## src/rtl/dfr_defs.svh

```systemverilog
`ifndef DFR_DEFS_SVH
`define DFR_DEFS_SVH
`define DFR_OP_FORMAT   8'h04
`define DFR_OP_CHKTRK   8'h05
`define DFR_OP_FMTTRK   8'h06
`define DFR_OP_FMTBAD   8'h07
`define DFR_OP_READ     8'h08
`define DFR_FILL_BYTE   8'h6C
`define DFR_PAT_BIT     5
`define DFR_NORETRY_BIT 7
`define DFR_ECCSTOP_BIT 6
`define DFR_ILV_DEFAULT 8'h02
`define DFR_SK_NONE     8'h00
`define DFR_SK_ECC      8'h18
`define DFR_SK_BADCMD   8'h20
`define DFR_SK_ADDR     8'h21
`define DFR_ST_GOOD     8'h00
`define DFR_ST_CHECK    8'h02
`define DFR_MAX_BLOCKS  9'h100
`define DFR_LAST_BYTE   8'hFF
`define DFR_FIFO_DEPTH  8
`endif

```

## src/rtl/dfr_pkg.sv

```systemverilog
package dfr_pkg;
  typedef struct packed {
    logic [7:0] op;
    logic [7:0] b1;
    logic [7:0] b2;
    logic [7:0] b3;
    logic [7:0] b4;
    logic [7:0] b5;
  } dfr_cdb_t;

  typedef enum logic [2:0] {
    MOP_RECAL, MOP_SEEK, MOP_FMT, MOP_VERIFY, MOP_READ, MOP_REMAP
  } dfr_mop_t;

  typedef struct packed {
    dfr_mop_t    op;
    logic [20:0] lba;
    logic [7:0]  ilv;
    logic [1:0]  ctrl;
  } dfr_mreq_t;

  typedef struct packed {
    logic        done;
    logic        bad;
    logic        fatal;
    logic        corrected;
    logic [7:0]  code;
    logic [20:0] fail_lba;
  } dfr_mrsp_t;

  typedef struct packed {
    logic [7:0]  code;
    logic        addr_valid;
    logic [20:0] addr;
  } dfr_sense_t;

  typedef enum logic [3:0] {
    ST_IDLE, ST_DECODE, ST_RECAL, ST_TRKCALC, ST_SEEK, ST_FMT, ST_VERIFY,
    ST_REMAP, ST_NEXTTRK, ST_RSEEK, ST_RSECT, ST_DRAIN, ST_STATUS
  } dfr_state_t;

  typedef struct packed {
    dfr_state_t  state;
    dfr_cdb_t    cdb;
    logic [20:0] cur;
    logic [20:0] rem;
    logic [8:0]  cnt;
    logic        retried;
    logic        ecc_seen;
    logic        ecc_now;
    logic        req_valid;
    dfr_mreq_t   mreq;
    dfr_sense_t  sense;
    logic        sts_valid;
    logic [7:0]  sts_byte;
    logic        busy;
    logic        cmd_ready;
    logic [7:0]  didx;
    logic        dpend;
    logic        pat_sel;
  } dfr_top_t;
endpackage

```

## src/rtl/dfr_cmd_unit.sv

```systemverilog
`timescale 1ns/100ps
`include "dfr_defs.svh"
module dfr_cmd_unit (
  input  wire logic               clk,
  input  wire logic               resetn,
  input  wire logic               cmd_valid,
  input  wire dfr_pkg::dfr_cdb_t  cmd,
  output logic                    cmd_ready,
  output logic                    busy,
  output logic                    sts_valid,
  output logic              [7:0] sts_byte,
  input  wire logic               sts_ready,
  output dfr_pkg::dfr_sense_t     sense,
  input  wire logic        [20:0] max_lba,
  input  wire logic         [7:0] spt,
  output logic                    med_req_valid,
  output dfr_pkg::dfr_mreq_t      med_req,
  input  wire dfr_pkg::dfr_mrsp_t med_rsp,
  input  wire logic               med_positioned,
  input  wire logic               factory_defect_list,
  input  wire logic               med_wr_valid,
  input  wire logic         [7:0] med_wr_idx,
  input  wire logic         [7:0] med_wr_data,
  input  wire logic               pbuf_wr_valid,
  input  wire logic         [7:0] pbuf_wr_idx,
  input  wire logic         [7:0] pbuf_wr_data,
  input  wire logic               med_pat_rd,
  input  wire logic         [7:0] med_pat_idx,
  output logic              [7:0] med_pat_data,
  output logic                    dout_valid,
  output logic              [7:0] dout_data,
  input  wire logic               dout_ready
);
  import dfr_pkg::*;

  dfr_top_t    s_reg;
  dfr_top_t    s_next;
  logic [20:0] lba;
  logic        legal;
  logic        mem_re;
  logic [7:0]  mem_raddr;
  logic [7:0]  mem_rdata;
  logic        fifo_in_valid;
  logic        fifo_in_ready;
  logic [20:0] nxt_trk;

  // Address field sits below three zero bits of byte 1
  assign lba     = {s_reg.cdb.b1[4:0], s_reg.cdb.b2, s_reg.cdb.b3};
  assign legal   = (s_reg.cdb.b1[7:5] == 3'h0) && (lba <= max_lba);
  assign nxt_trk = s_reg.cur + {13'h0000, spt};

  function automatic dfr_top_t fin(dfr_top_t t, logic [7:0] code, logic av,
                                   logic [20:0] a, logic [7:0] stb);
    dfr_top_t r;
    r                  = t;
    r.req_valid        = 1'b0;
    r.sense.code       = code;
    r.sense.addr_valid = av;
    r.sense.addr       = a;
    r.sts_valid        = 1'b1;
    r.sts_byte         = stb;
    r.state            = ST_STATUS;
    return r;
  endfunction

  function automatic dfr_top_t go(dfr_top_t t, dfr_state_t st, dfr_mop_t op,
                                  logic [20:0] a);
    dfr_top_t r;
    r           = t;
    r.state     = st;
    r.req_valid = 1'b1;
    r.mreq.op   = op;
    r.mreq.lba  = a;
    return r;
  endfunction

  always_comb begin
    s_next        = s_reg;
    mem_re        = med_pat_rd;
    mem_raddr     = med_pat_idx;
    fifo_in_valid = 1'b0;
    case (s_reg.state)
      ST_IDLE: begin
        if (cmd_valid) begin
          s_next.cdb       = cmd;
          s_next.busy      = 1'b1;
          s_next.cmd_ready = 1'b0;
          s_next.state     = ST_DECODE;
        end
      end
      ST_DECODE: begin
        s_next.mreq.ctrl = s_reg.cdb.b5[7:6];
        s_next.pat_sel   = s_reg.cdb.b5[`DFR_PAT_BIT];
        s_next.mreq.ilv  = (s_reg.cdb.b4 == 8'h00) ? `DFR_ILV_DEFAULT : s_reg.cdb.b4;
        s_next.ecc_seen  = 1'b0;
        case (s_reg.cdb.op)
          `DFR_OP_FORMAT, `DFR_OP_READ: begin
            if (!legal) begin
              s_next = fin(s_next, `DFR_SK_ADDR, 1'b0, 21'h000000, `DFR_ST_CHECK);
            end else if (s_reg.cdb.op == `DFR_OP_FORMAT) begin
              s_next = go(s_next, ST_RECAL, MOP_RECAL, lba);
            end else begin
              s_next.cur = lba;
              s_next.cnt = (s_reg.cdb.b4 == 8'h00) ? `DFR_MAX_BLOCKS
                                                   : {1'b0, s_reg.cdb.b4};
              if (med_positioned) begin
                s_next = go(s_next, ST_RSECT, MOP_READ, lba);
              end else begin
                s_next = go(s_next, ST_RSEEK, MOP_SEEK, lba);
              end
            end
          end
          `DFR_OP_CHKTRK, `DFR_OP_FMTTRK, `DFR_OP_FMTBAD: begin
            // Remaining bytes not examined
            s_next = fin(s_next, `DFR_SK_NONE, 1'b0, 21'h000000, `DFR_ST_GOOD);
          end
          default: begin
            s_next = fin(s_next, `DFR_SK_BADCMD, 1'b0, 21'h000000, `DFR_ST_CHECK);
          end
        endcase
      end
      ST_RECAL, ST_SEEK, ST_FMT, ST_VERIFY, ST_REMAP: begin
        if (med_rsp.done) begin
          s_next.req_valid = 1'b0;
          if (med_rsp.fatal) begin
            s_next = fin(s_next, med_rsp.code, 1'b1, med_rsp.fail_lba,
                         `DFR_ST_CHECK);
          end else begin
            case (s_reg.state)
              ST_RECAL: begin
                s_next.rem   = lba;
                s_next.state = ST_TRKCALC;
              end
              ST_SEEK: begin
                s_next.retried = 1'b0;
                s_next = go(s_next, ST_FMT, MOP_FMT, s_reg.cur);
              end
              ST_FMT: begin
                s_next = go(s_next, ST_VERIFY, MOP_VERIFY, s_reg.cur);
              end
              ST_VERIFY: begin
                if (med_rsp.bad && !s_reg.retried) begin
                  s_next.retried = 1'b1;
                  s_next = go(s_next, ST_FMT, MOP_FMT, s_reg.cur);
                end else if (med_rsp.bad || factory_defect_list) begin
                  s_next = go(s_next, ST_REMAP, MOP_REMAP, s_reg.cur);
                end else begin
                  s_next.state = ST_NEXTTRK;
                end
              end
              default: begin
                s_next.state = ST_NEXTTRK;
              end
            endcase
          end
        end
      end
      ST_TRKCALC: begin
        // Strip the in-track offset
        if ((spt != 8'h00) && (s_reg.rem >= {13'h0000, spt})) begin
          s_next.rem = s_reg.rem - {13'h0000, spt};
        end else begin
          s_next.cur = lba - s_reg.rem;
          s_next = go(s_next, ST_SEEK, MOP_SEEK, lba - s_reg.rem);
        end
      end
      ST_NEXTTRK: begin
        if ((nxt_trk > max_lba) || (spt == 8'h00)) begin
          s_next = fin(s_next, `DFR_SK_NONE, 1'b1, nxt_trk, `DFR_ST_GOOD);
        end else begin
          s_next.cur = nxt_trk;
          s_next = go(s_next, ST_SEEK, MOP_SEEK, nxt_trk);
        end
      end
      ST_RSEEK, ST_RSECT: begin
        if (med_rsp.done) begin
          s_next.req_valid = 1'b0;
          if (med_rsp.fatal) begin
            s_next = fin(s_next, med_rsp.code, 1'b1, s_reg.cur, `DFR_ST_CHECK);
          end else if (s_reg.state == ST_RSEEK) begin
            s_next = go(s_next, ST_RSECT, MOP_READ, s_reg.cur);
          end else begin
            s_next.ecc_now  = med_rsp.corrected;
            s_next.ecc_seen = s_reg.ecc_seen | med_rsp.corrected;
            s_next.didx     = 8'h00;
            s_next.dpend    = 1'b0;
            s_next.state    = ST_DRAIN;
          end
        end
      end
      ST_DRAIN: begin
        mem_re    = !s_reg.dpend;
        mem_raddr = s_reg.didx;
        if (!s_reg.dpend) begin
          s_next.dpend = 1'b1;
        end else begin
          fifo_in_valid = 1'b1;
          if (fifo_in_ready) begin
            s_next.dpend = 1'b0;
            s_next.didx  = s_reg.didx + 8'h01;
            if (s_reg.didx == `DFR_LAST_BYTE) begin
              s_next.cnt = s_reg.cnt - 9'h001;
              if (s_reg.ecc_now && s_reg.mreq.ctrl[0]) begin
                s_next = fin(s_next, `DFR_SK_ECC, 1'b1, s_reg.cur, `DFR_ST_CHECK);
              end else if (s_reg.cnt == 9'h001) begin
                s_next = fin(s_next, s_reg.ecc_seen ? `DFR_SK_ECC : `DFR_SK_NONE, 1'b1,
                             s_reg.cur, `DFR_ST_GOOD);
              end else begin
                s_next.cur = s_reg.cur + 21'h000001;
                s_next = go(s_next, ST_RSECT, MOP_READ, s_reg.cur + 21'h000001);
              end
            end
          end
        end
      end
      ST_STATUS: begin
        if (sts_ready) begin
          s_next.sts_valid = 1'b0;
          s_next.busy      = 1'b0;
          s_next.cmd_ready = 1'b1;
          s_next.state     = ST_IDLE;
        end
      end
      default: begin
        s_next.state = ST_IDLE;
      end
    endcase
  end

  always_ff @(posedge clk or negedge resetn) begin
    if (!resetn) begin
      s_reg           <= '0;
      s_reg.state     <= ST_IDLE;
      s_reg.cmd_ready <= 1'b1;
    end else begin
      s_reg <= s_next;
    end
  end

  dfr_secbuf u_buf (
    .clk    (clk),
    .resetn (resetn),
    .we     (med_wr_valid || pbuf_wr_valid),
    .waddr  (med_wr_valid ? med_wr_idx : pbuf_wr_idx),
    .wdata  (med_wr_valid ? med_wr_data : pbuf_wr_data),
    .re     (mem_re),
    .raddr  (mem_raddr),
    .rdata  (mem_rdata)
  );

  dfr_fifo #(.W(8), .D(`DFR_FIFO_DEPTH)) u_fifo (
    .clk       (clk),
    .resetn    (resetn),
    .in_valid  (fifo_in_valid),
    .in_data   (mem_rdata),
    .in_ready  (fifo_in_ready),
    .out_valid (dout_valid),
    .out_data  (dout_data),
    .out_ready (dout_ready)
  );

  assign med_pat_data  = s_reg.pat_sel ? mem_rdata : `DFR_FILL_BYTE;
  assign cmd_ready     = s_reg.cmd_ready;
  assign busy          = s_reg.busy;
  assign sts_valid     = s_reg.sts_valid;
  assign sts_byte      = s_reg.sts_byte;
  assign sense         = s_reg.sense;
  assign med_req_valid = s_reg.req_valid;
  assign med_req       = s_reg.mreq;
endmodule

```

## src/rtl/dfr_secbuf.sv

```systemverilog
`timescale 1ns/100ps
module dfr_secbuf (
  input  wire logic       clk,
  input  wire logic       resetn,
  input  wire logic       we,
  input  wire logic [7:0] waddr,
  input  wire logic [7:0] wdata,
  input  wire logic       re,
  input  wire logic [7:0] raddr,
  output logic      [7:0] rdata
);
  logic [7:0] mem [0:255];

  // Sector buffer, one sector, registered read
  always_ff @(posedge clk) begin
    if (we) begin
      mem[waddr] <= wdata;
    end
  end

  always_ff @(posedge clk or negedge resetn) begin
    if (!resetn) begin
      rdata <= 8'h00;
    end else if (re) begin
      rdata <= mem[raddr];
    end
  end
endmodule

```

## src/rtl/dfr_fifo.sv

```systemverilog
`timescale 1ns/100ps
module dfr_fifo #(
  parameter int W = 8,
  parameter int D = 8
) (
  input  wire logic         clk,
  input  wire logic         resetn,
  input  wire logic         in_valid,
  input  wire logic [W-1:0] in_data,
  output logic              in_ready,
  output logic              out_valid,
  output logic      [W-1:0] out_data,
  input  wire logic         out_ready
);
  localparam int AW = $clog2(D);
  logic [W-1:0] mem [0:D-1];
  logic [AW-1:0] wp_reg;
  logic [AW-1:0] rp_reg;
  logic [AW:0]   cnt_reg;
  logic          push;
  logic          pop;

  assign in_ready  = (cnt_reg != (AW+1)'(D));
  assign out_valid = (cnt_reg != '0);
  assign out_data  = mem[rp_reg];
  assign push      = in_valid && in_ready;
  assign pop       = out_valid && out_ready;

  always_ff @(posedge clk) begin
    if (push) begin
      mem[wp_reg] <= in_data;
    end
  end

  always_ff @(posedge clk or negedge resetn) begin
    if (!resetn) begin
      wp_reg  <= '0;
      rp_reg  <= '0;
      cnt_reg <= '0;
    end else begin
      if (push) begin
        wp_reg <= (wp_reg == AW'(D-1)) ? '0 : wp_reg + 1'b1;
      end
      if (pop) begin
        rp_reg <= (rp_reg == AW'(D-1)) ? '0 : rp_reg + 1'b1;
      end
      cnt_reg <= cnt_reg + (AW+1)'(push) - (AW+1)'(pop);
    end
  end
endmodule

```

## config.mk

```make
export PLATFORM = sky130hd
export DESIGN_NAME = dfr_cmd_unit
export DESIGN_NICKNAME = d
export VERILOG_FILES = /design/src/rtl/dfr_pkg.sv /design/src/rtl/dfr_cmd_unit.sv /design/src/rtl/dfr_secbuf.sv /design/src/rtl/dfr_fifo.sv
export VERILOG_INCLUDE_DIRS = /design/src /design/src/rtl
export SDC_FILE = /design/constraint.sdc
export NUM_CORES = 2
export LEC_CHECK = 0
export BUFFER_PORTS_ARGS = -buffer_cell sky130_fd_sc_hd__buf_2
export CAP_MARGIN = 0
export CORE_ASPECT_RATIO = 1.2
export CORE_MARGIN = 2
export CORE_UTILIZATION = 33
export CTS_CLUSTER_DIAMETER = 40
export DETAILED_ROUTE_END_ITERATION = 8
export PLACE_DENSITY_LB_ADDON = 0.12
export SLEW_MARGIN = 25
export SYNTH_ARGS = -nofsm -noshare
export SYNTH_HDL_FRONTEND = slang
export SYNTH_SLANG_ARGS = --single-unit
```

## constraint.sdc

```tcl
create_clock -name clk -period 4.5 [get_ports clk]
set_clock_uncertainty 0.1 [all_clocks]
set_input_delay 0.225 -clock clk [delete_from_list [all_inputs] [get_ports clk]]
set_output_delay 0.225 -clock clk [all_outputs]
set_load 0.02 [all_outputs]
```

---- Yosys cells after proc, flatten, opt, wreduce, memory -nomap -nowiden ----
Memory sizes are Yosys's and may differ from the RTL's. A register that Yosys moved wholly into a read port is not among the register bits.
Index checks and enable logic that the tools add are counted.
word-level totals
  input bits .............................. 160
  RAM bits ................................ 2112
  memories kept ........................... 2
  flip-flop bits (word level) ............. 202
  word-level logic and storage cells ...... 214
memories
  name        words  width  rd ports  clocked after memory_dff  wr ports  RTL line          RTL
  u_buf.mem   256    8      1         1                         1         dfr_secbuf.sv:12  logic [7:0] mem [0:255];
  u_fifo.mem  8      8      1         0                         1         dfr_fifo.sv:16    logic [W-1:0] mem [0:D-1];
cells by class
  reductions and logical operators ........ 48
  multiplexer cells ....................... 58
  equality and inequality tests ........... 52
  $lt $le $gt $ge ......................... 3
  bitwise gates (word level) .............. 10
  $add $sub $neg .......................... 10
operator list
  operator               number
  $mux 192               11
  $pmux 119 s6           1
  $pmux 192 s2           1
  $mux 190               2
  $pmux 48 s7            1
  $pmux 98 s3            1
  $mux 191               1
  $mux 86                2
  $mux 76                1
  $mux 73                1
  $mux 69                1
  $pmux 10 s6            1
  $mux 52                1
  $ne 2x2->1 const B     24
  $pmux 8 s6             1
  $pmux 21 s2            1
  $mux 8                 5
  $eq 8x3->1 const B     4
  $pmux 4 s8             1
  $reduce_and 8->1       4
  $reduce_and 12->1      2
  $add 21x1->21 const B  1
  $add 21x8->21          1
  $ge 21x8->1            1
  54 further kinds       111

---- Logic depth before layout (Yosys ltp) ----
  depth in word-level cells ............... 7
  gate-level depth with buffers ........... 21

---- Cells and area by module ----
Synthesis repeated with hierarchy kept, for this count alone.
second synthesis, totals
  cells, all modules ...................... 5534
  area, all modules ....................... 96635.2 um^2
modules (own cells, without submodules)
  module        instances  cells each  sequential area each (um^2)  area an instance (um^2)
  dfr_secbuf    1          3816        61699.2                      79961.7
  dfr_cmd_unit  1          1569        4505.6                       13581.8
  dfr_fifo      1          149         2172.1                       3091.7

---- Worst setup path after synthesis ----
OpenSTA, ideal clock, no wires.
  kind .................................... flip-flop to flip-flop
  start ................................... register s_reg[119] in the netlist's numbering
  end ..................................... register s_reg (netlist bit med_req[18])
  path slack .............................. -0.472 ns
  cell stages (with the launch flop) ...... 22
  period minus slack after synthesis ...... 4.972 ns
  required time ........................... 4.271 ns
  arrival time ............................ 4.744 ns
  cell sequence ........................... dfrtp_1 -> ha_1 -> fa_1 -> nand3_1 -> a31oi_1 -> nor3_1 -> nor3_1 -> nand2_1 -> xor2_1 -> inv_1 -> ha_1 -> and3_1 -> a221o_1 -> a2111o_1 -> a211o_1 -> and3_1 -> clkbuf_1 -> nor3_1 -> a21boi_2 -> buf_4 -> buf_4 -> a21oi_1
on the way
  word-level cells in the longest chain between the ends .. 7
  elaborated cells on any way between the ends .. 13
  classes of those cells .................. add/sub: 2; order compare: 1; eq/ne: 1; mux: 7; reduce/logical: 2
RTL lines
  element                                                                RTL line             RTL
  start, declared                                                        dfr_cmd_unit.sv:36   dfr_top_t s_reg;
  start signal, assigned                                                 dfr_cmd_unit.sv:236  s_reg <= s_next;
  parallel branches: the longest is 7 deep, another holds $add 21x8->21  n/a
Several ways; the timed one is not identified. The select of a mux whose other input is x is not followed.
A chain may end at the register's enable or synchronous reset.

---- Worst setup path in the final report ----
  start ................................... register s_reg[119] in the netlist's numbering
  end ..................................... register s_reg (netlist bit med_req[32])
on the way
  word-level cells in the longest chain between the ends .. 5
RTL lines
  element                      RTL line             RTL
  $add 21x8->21                dfr_cmd_unit.sv:50   assign nxt_trk = s_reg.cur + {13'h0000, spt};
  $gt 21x21->1                 dfr_cmd_unit.sv:168  if ((nxt_trk > max_lba) || (spt == 8'h00)) begin
  $logic_or 1x1->1             dfr_cmd_unit.sv:168
  $ne 2x2->1 (no line)         n/a
  $reduce_and 18->1 (no line)  n/a
Every way passes these cells.

==> run summary <==
253 I/O pins were placed. The final-report max-slew violation count is 0. Counting every instance in the synthesized netlist gives 7548. The fraction of final layout cells sized beyond drive strength 1 was 0.2125. The critical path is of the flip-flop to flip-flop type. The number of remaining DRC errors came out at 0. The critical path goes through ha_4 > fa_2 > nand3_4 > a31oi_4 > nor3_4 > buf_4 > nor3_4 > nand2_1 > xor2_2 > inv_2 > ha_4 > a21o_1 > a221o_1 > a2111o_1 > a211o_1 > and3_4 > nor3_2 > a21boi_4 > buf_8 > buf_12 > o2111ai_4 > o21ai_1.

In this run, distinct cell masters in the synthesized netlist total 92. The synthesized design contains 2310 register bits. The design draws 70.12 mW.

After routing, the total negative slack on setup checks comes to -13190 ps. The total power divided by cell area is 573.5 nW/um^2. The final critical path time including I/O delays and setup was 4747 ps.

The first global-routing pass estimated 523700 um of wire. TritonCTS built the clock tree. The checks that failed: setup timing. The commonest non-fill, non-tap cell in the layout was edfxtp_1. The maximum achievable frequency is 210.7 MHz, and the net switching fraction of the power is 0.3121.

The final clock period utilization by the worst path came out at 1.055. The horizontal die dimension works out to 499.9 um. The clock insertion delay at the later pin of the skew report came out at 900 ps. The largest stage delay on the critical path is 410 ps, and the switching power is 21.89 mW.

The first routing iteration left 6527 violations. Setup repair after global routing could not meet its margin everywhere. The overall routed net length is 371900 um, and the post-detailed-placement half-perimeter wirelength is 244000 um. During synthesis, Yosys emitted a total of 0 warnings. Yosys mapped a number of flops with a built-in enable equal to 2112. The signal arrival time at the worst endpoint came out at 5460 ps. The cell-internal power was 48.23 mW.

The run gives 0.2424 as the overall global routing resource usage. In this run, CTS created clock tree buffers numbering 364. The worst setup path is launched from a flip-flop.

The H-tree was split into 5 levels. The headroom to the max-slew limit was 0.2357. The logs give -250 ps for the worst setup slack for register-to-register paths and 8774 for the total number of nets in the final design. For hold timing, the worst endpoint is u_buf.mem[53][2]. Main flop type after synthesis: edfxtp_1. The tools report the required time at the endpoint of the critical path as 5210 ps. The routed wirelength normalized by instance count works out to 29.34 um. The critical path's top delay family is compound AO/OA/AOI/OAI gates.

The endpoint kind of the worst setup timing path is a flip-flop. The worst hold path cell count was 3. Entering global routing, the biggest net connects 106 pins. The maximum fanout count along the critical path works out to 8.

The run gives 0 as the number of nets with antenna violations after routing. Summing every instance area after synthesis gives 97390 um^2. The initial antenna violation count was 21; the number of hold violations in the final report was 0. The number of global-route vias before repair came out at 68503. Routability-driven placement finished with a final weighted congestion of 0.9098. The run gives 68530 as the via total after detailed routing. Leaving out fill and tap cells, the most frequent cells in the layout are 2112 x edfxtp_1, 1719 x nand2_1, 616 x buf_4. The effective utilization at floorplan is 0.3315, and the number of cells traversed by the worst register-to-register path is 22.

The cell leakage power was 43.43 nW. Mean cell area of the mapped netlist: 12.90 um^2. The worst-case IR drop observed on VDD is 0.3505 mV. Setup violations remaining at the end of the flow were counted as 82. For the number of detailed-routing iterations run before antenna repair, the log shows 9. Input and output buffers added on the ports amount to 240.

On the critical path, the stage with the largest delay is an instance of dfrtp_1. The die is 599.1 um tall. The root buffer cell chosen for the clock tree is clkbuf_16.

The tools report the startpoint of the worst hold path as pbuf_wr_data[2]. The number of buffers and inverters on the critical path is 4. The post-detailed-placement cell area came out at 107100 um^2. The run finished, with violations left. The flip-flop count of the largest register, all copies and words added came out at 2048. For the maximum number of buffers from clock root to sink, the log shows 4.

The setup slack after layout came out at -247.2 ps. Number of placement rows: 218. Core outline area: 293800 um^2. The tools report the launch point of the worst reg-to-reg path as s_reg[119]. The tightest min-delay check is of the input pin to flip-flop type. The portion of the post-synthesis area used by sequential elements is 0.7021.

Across the run, the number of max-cap violations was 0. The run gives 2310 as the number of sinks on the clock net. The layout overhead on the synthesized area was 25.54%. The fraction of synthesis flops using an asynchronous set or reset pin works out to 0.08571. The logs give 0.228 for the combinational power share and 0 for the total overflow reported by the global router. The relative contribution of the clock network to total power was 0.403; the transition at the pin with the smallest max-transition slack was 1146 ps. With fillers left out, the area of the finished cells amounts to 122300 um^2.

The area enclosed by the die boundary was 299500 um^2. Clock transition time at the flip-flop clock pins of the worst setup and hold paths: 50 ps. The endpoint identified for the worst register-to-register timing path is med_req[32]. The mean number of vias per cell works out to 5.407.

Register share of total power: 0.368.
power by group through the flow:
| stage | clock [mW] | combinational [mW] | sequential (mW) |
|---|---|---|---|
| finish | 28.3 | 16.0 | 25.8 |
| global route | 29.6 | 17.0 | 25.9 |
| CTS | 28.7 | 15.1 | 25.8 |
| detailed placement | 0 | 13.9 | 26.2 |
| global placement | 0 | 13.8 | 26.2 |
| floorplan | 0 | 8.12 | 25.6 |
per-stage QoR:
stage	cells	util	setup slack [ps]	hold slack [ps]
CTS	12638	0.4139	-294.3	0.7345
global placement	11796	0.3647	-356.1	261.1
floorplan	7554	-	4.493	-170.6
global route	12669	0.4161	-429.0	38.84
finish	12675	0.4162	-247.2	0.9749
detailed placement	11796	0.3647	-369.5	262.5
cell usage after synthesis (41+ instances only):
cell type  count  share of area
a21oi_1      241          0.012
dfrtp_1      197          0.051
a221oi_1      44         0.0040
mux4_2        65          0.015
a22oi_1       41         0.0032
mux2i_1      109          0.011
buf_4        108         0.0083
clkbuf_1     166         0.0064
o21ai_0      149         0.0077
nand3_1      565          0.029
nand2_1     1748          0.067
buf_2        194          0.010
edfxtp_1    2112           0.65
nand4_1      119         0.0076
ha_1          92          0.012
a31oi_1      212          0.014
mux2_2        75         0.0087
a32oi_1       87         0.0078
nor2_1       461          0.018
nor3_1        58         0.0030
inv_1         92         0.0035
how the worst max path moves through the flow:
stage / start / cells after the start / slack [ps] / endpoint
finish: s_reg[119] / 22 / -250 / med_req[32]
global placement: s_reg[119] / 22 / -360 / sense[15]
detailed placement: s_reg[120] / 19 / -370 / busy
global route: s_reg[119] / 20 / -430 / med_req[32]
floorplan: s_reg[119] / 21 / 4 / med_req[18]
CTS: s_reg[119] / 22 / -290 / sense[15]
layer usage:
layer / wire [um] / GRT usage / up-vias
met5: 85 / 0 / -
met4: 19420 / 0.1150 / 14
met3: 20490 / 0.03600 / 719
met2: 186300 / 0.4217 / 2417
met1: 145500 / 0.2951 / 35183
li1: - / - / 30197
final cells by class:
type                            instances  area, um^2
Timing Repair Buffer                 1114        9504
Clock inverter                        255        2795
Antenna cell                           14       35.03
Multi-Input combinational cell       4635       26950
Tap cell                             3850        4817
Sequential cell                      2310       68380
Fill cell                           27279      171500
Inverter                               93       349.1
Clock buffer                          404        9438
worst register-to-register path: stages, from the launching register on:
cell,delay [ps]
dfrtp_1,410
ha_4,180
fa_2,390
nand3_4,90
a31oi_4,120
nor3_4,230
buf_4,170
nor3_4,40
nand2_1,100
xor2_2,180
inv_2,80
ha_4,250
a21o_1,180
a221o_1,310
a2111o_1,380
a211o_1,300
and3_4,210
nor3_2,160
a21boi_4,240
buf_8,170
buf_12,150
o2111ai_4,110
o21ai_1,130
logic make-up (layout without fill, tap and decap cells):
family,after synthesis,count (layout),share of synthesized area
AO/OA/AOI/OAI,1091,1092,0.07544
XOR/XNOR,46,46,0.004137
adder cells (fa/ha/maj),96,96,0.01264
buffers and inverters,610,1866,0.03160
flip-flops,2310,2310,0.7021
multiplexers,256,256,0.03609
other,1,21,0.00003850
AND/OR/NAND/NOR,3138,3138,0.1380
what timing repair did:
action | CTS | global route
buffers inserted | 33 | 14
hold endpoints to repair | 309 | 0
gates resized for setup | 66 | 95
gates cloned | 8 | 13
pin swaps | 21 | 49
hold buffers | 145 | 0
setup endpoints to repair | 82 | 83
No activity file was read; power rests on OpenSTA's default activity.
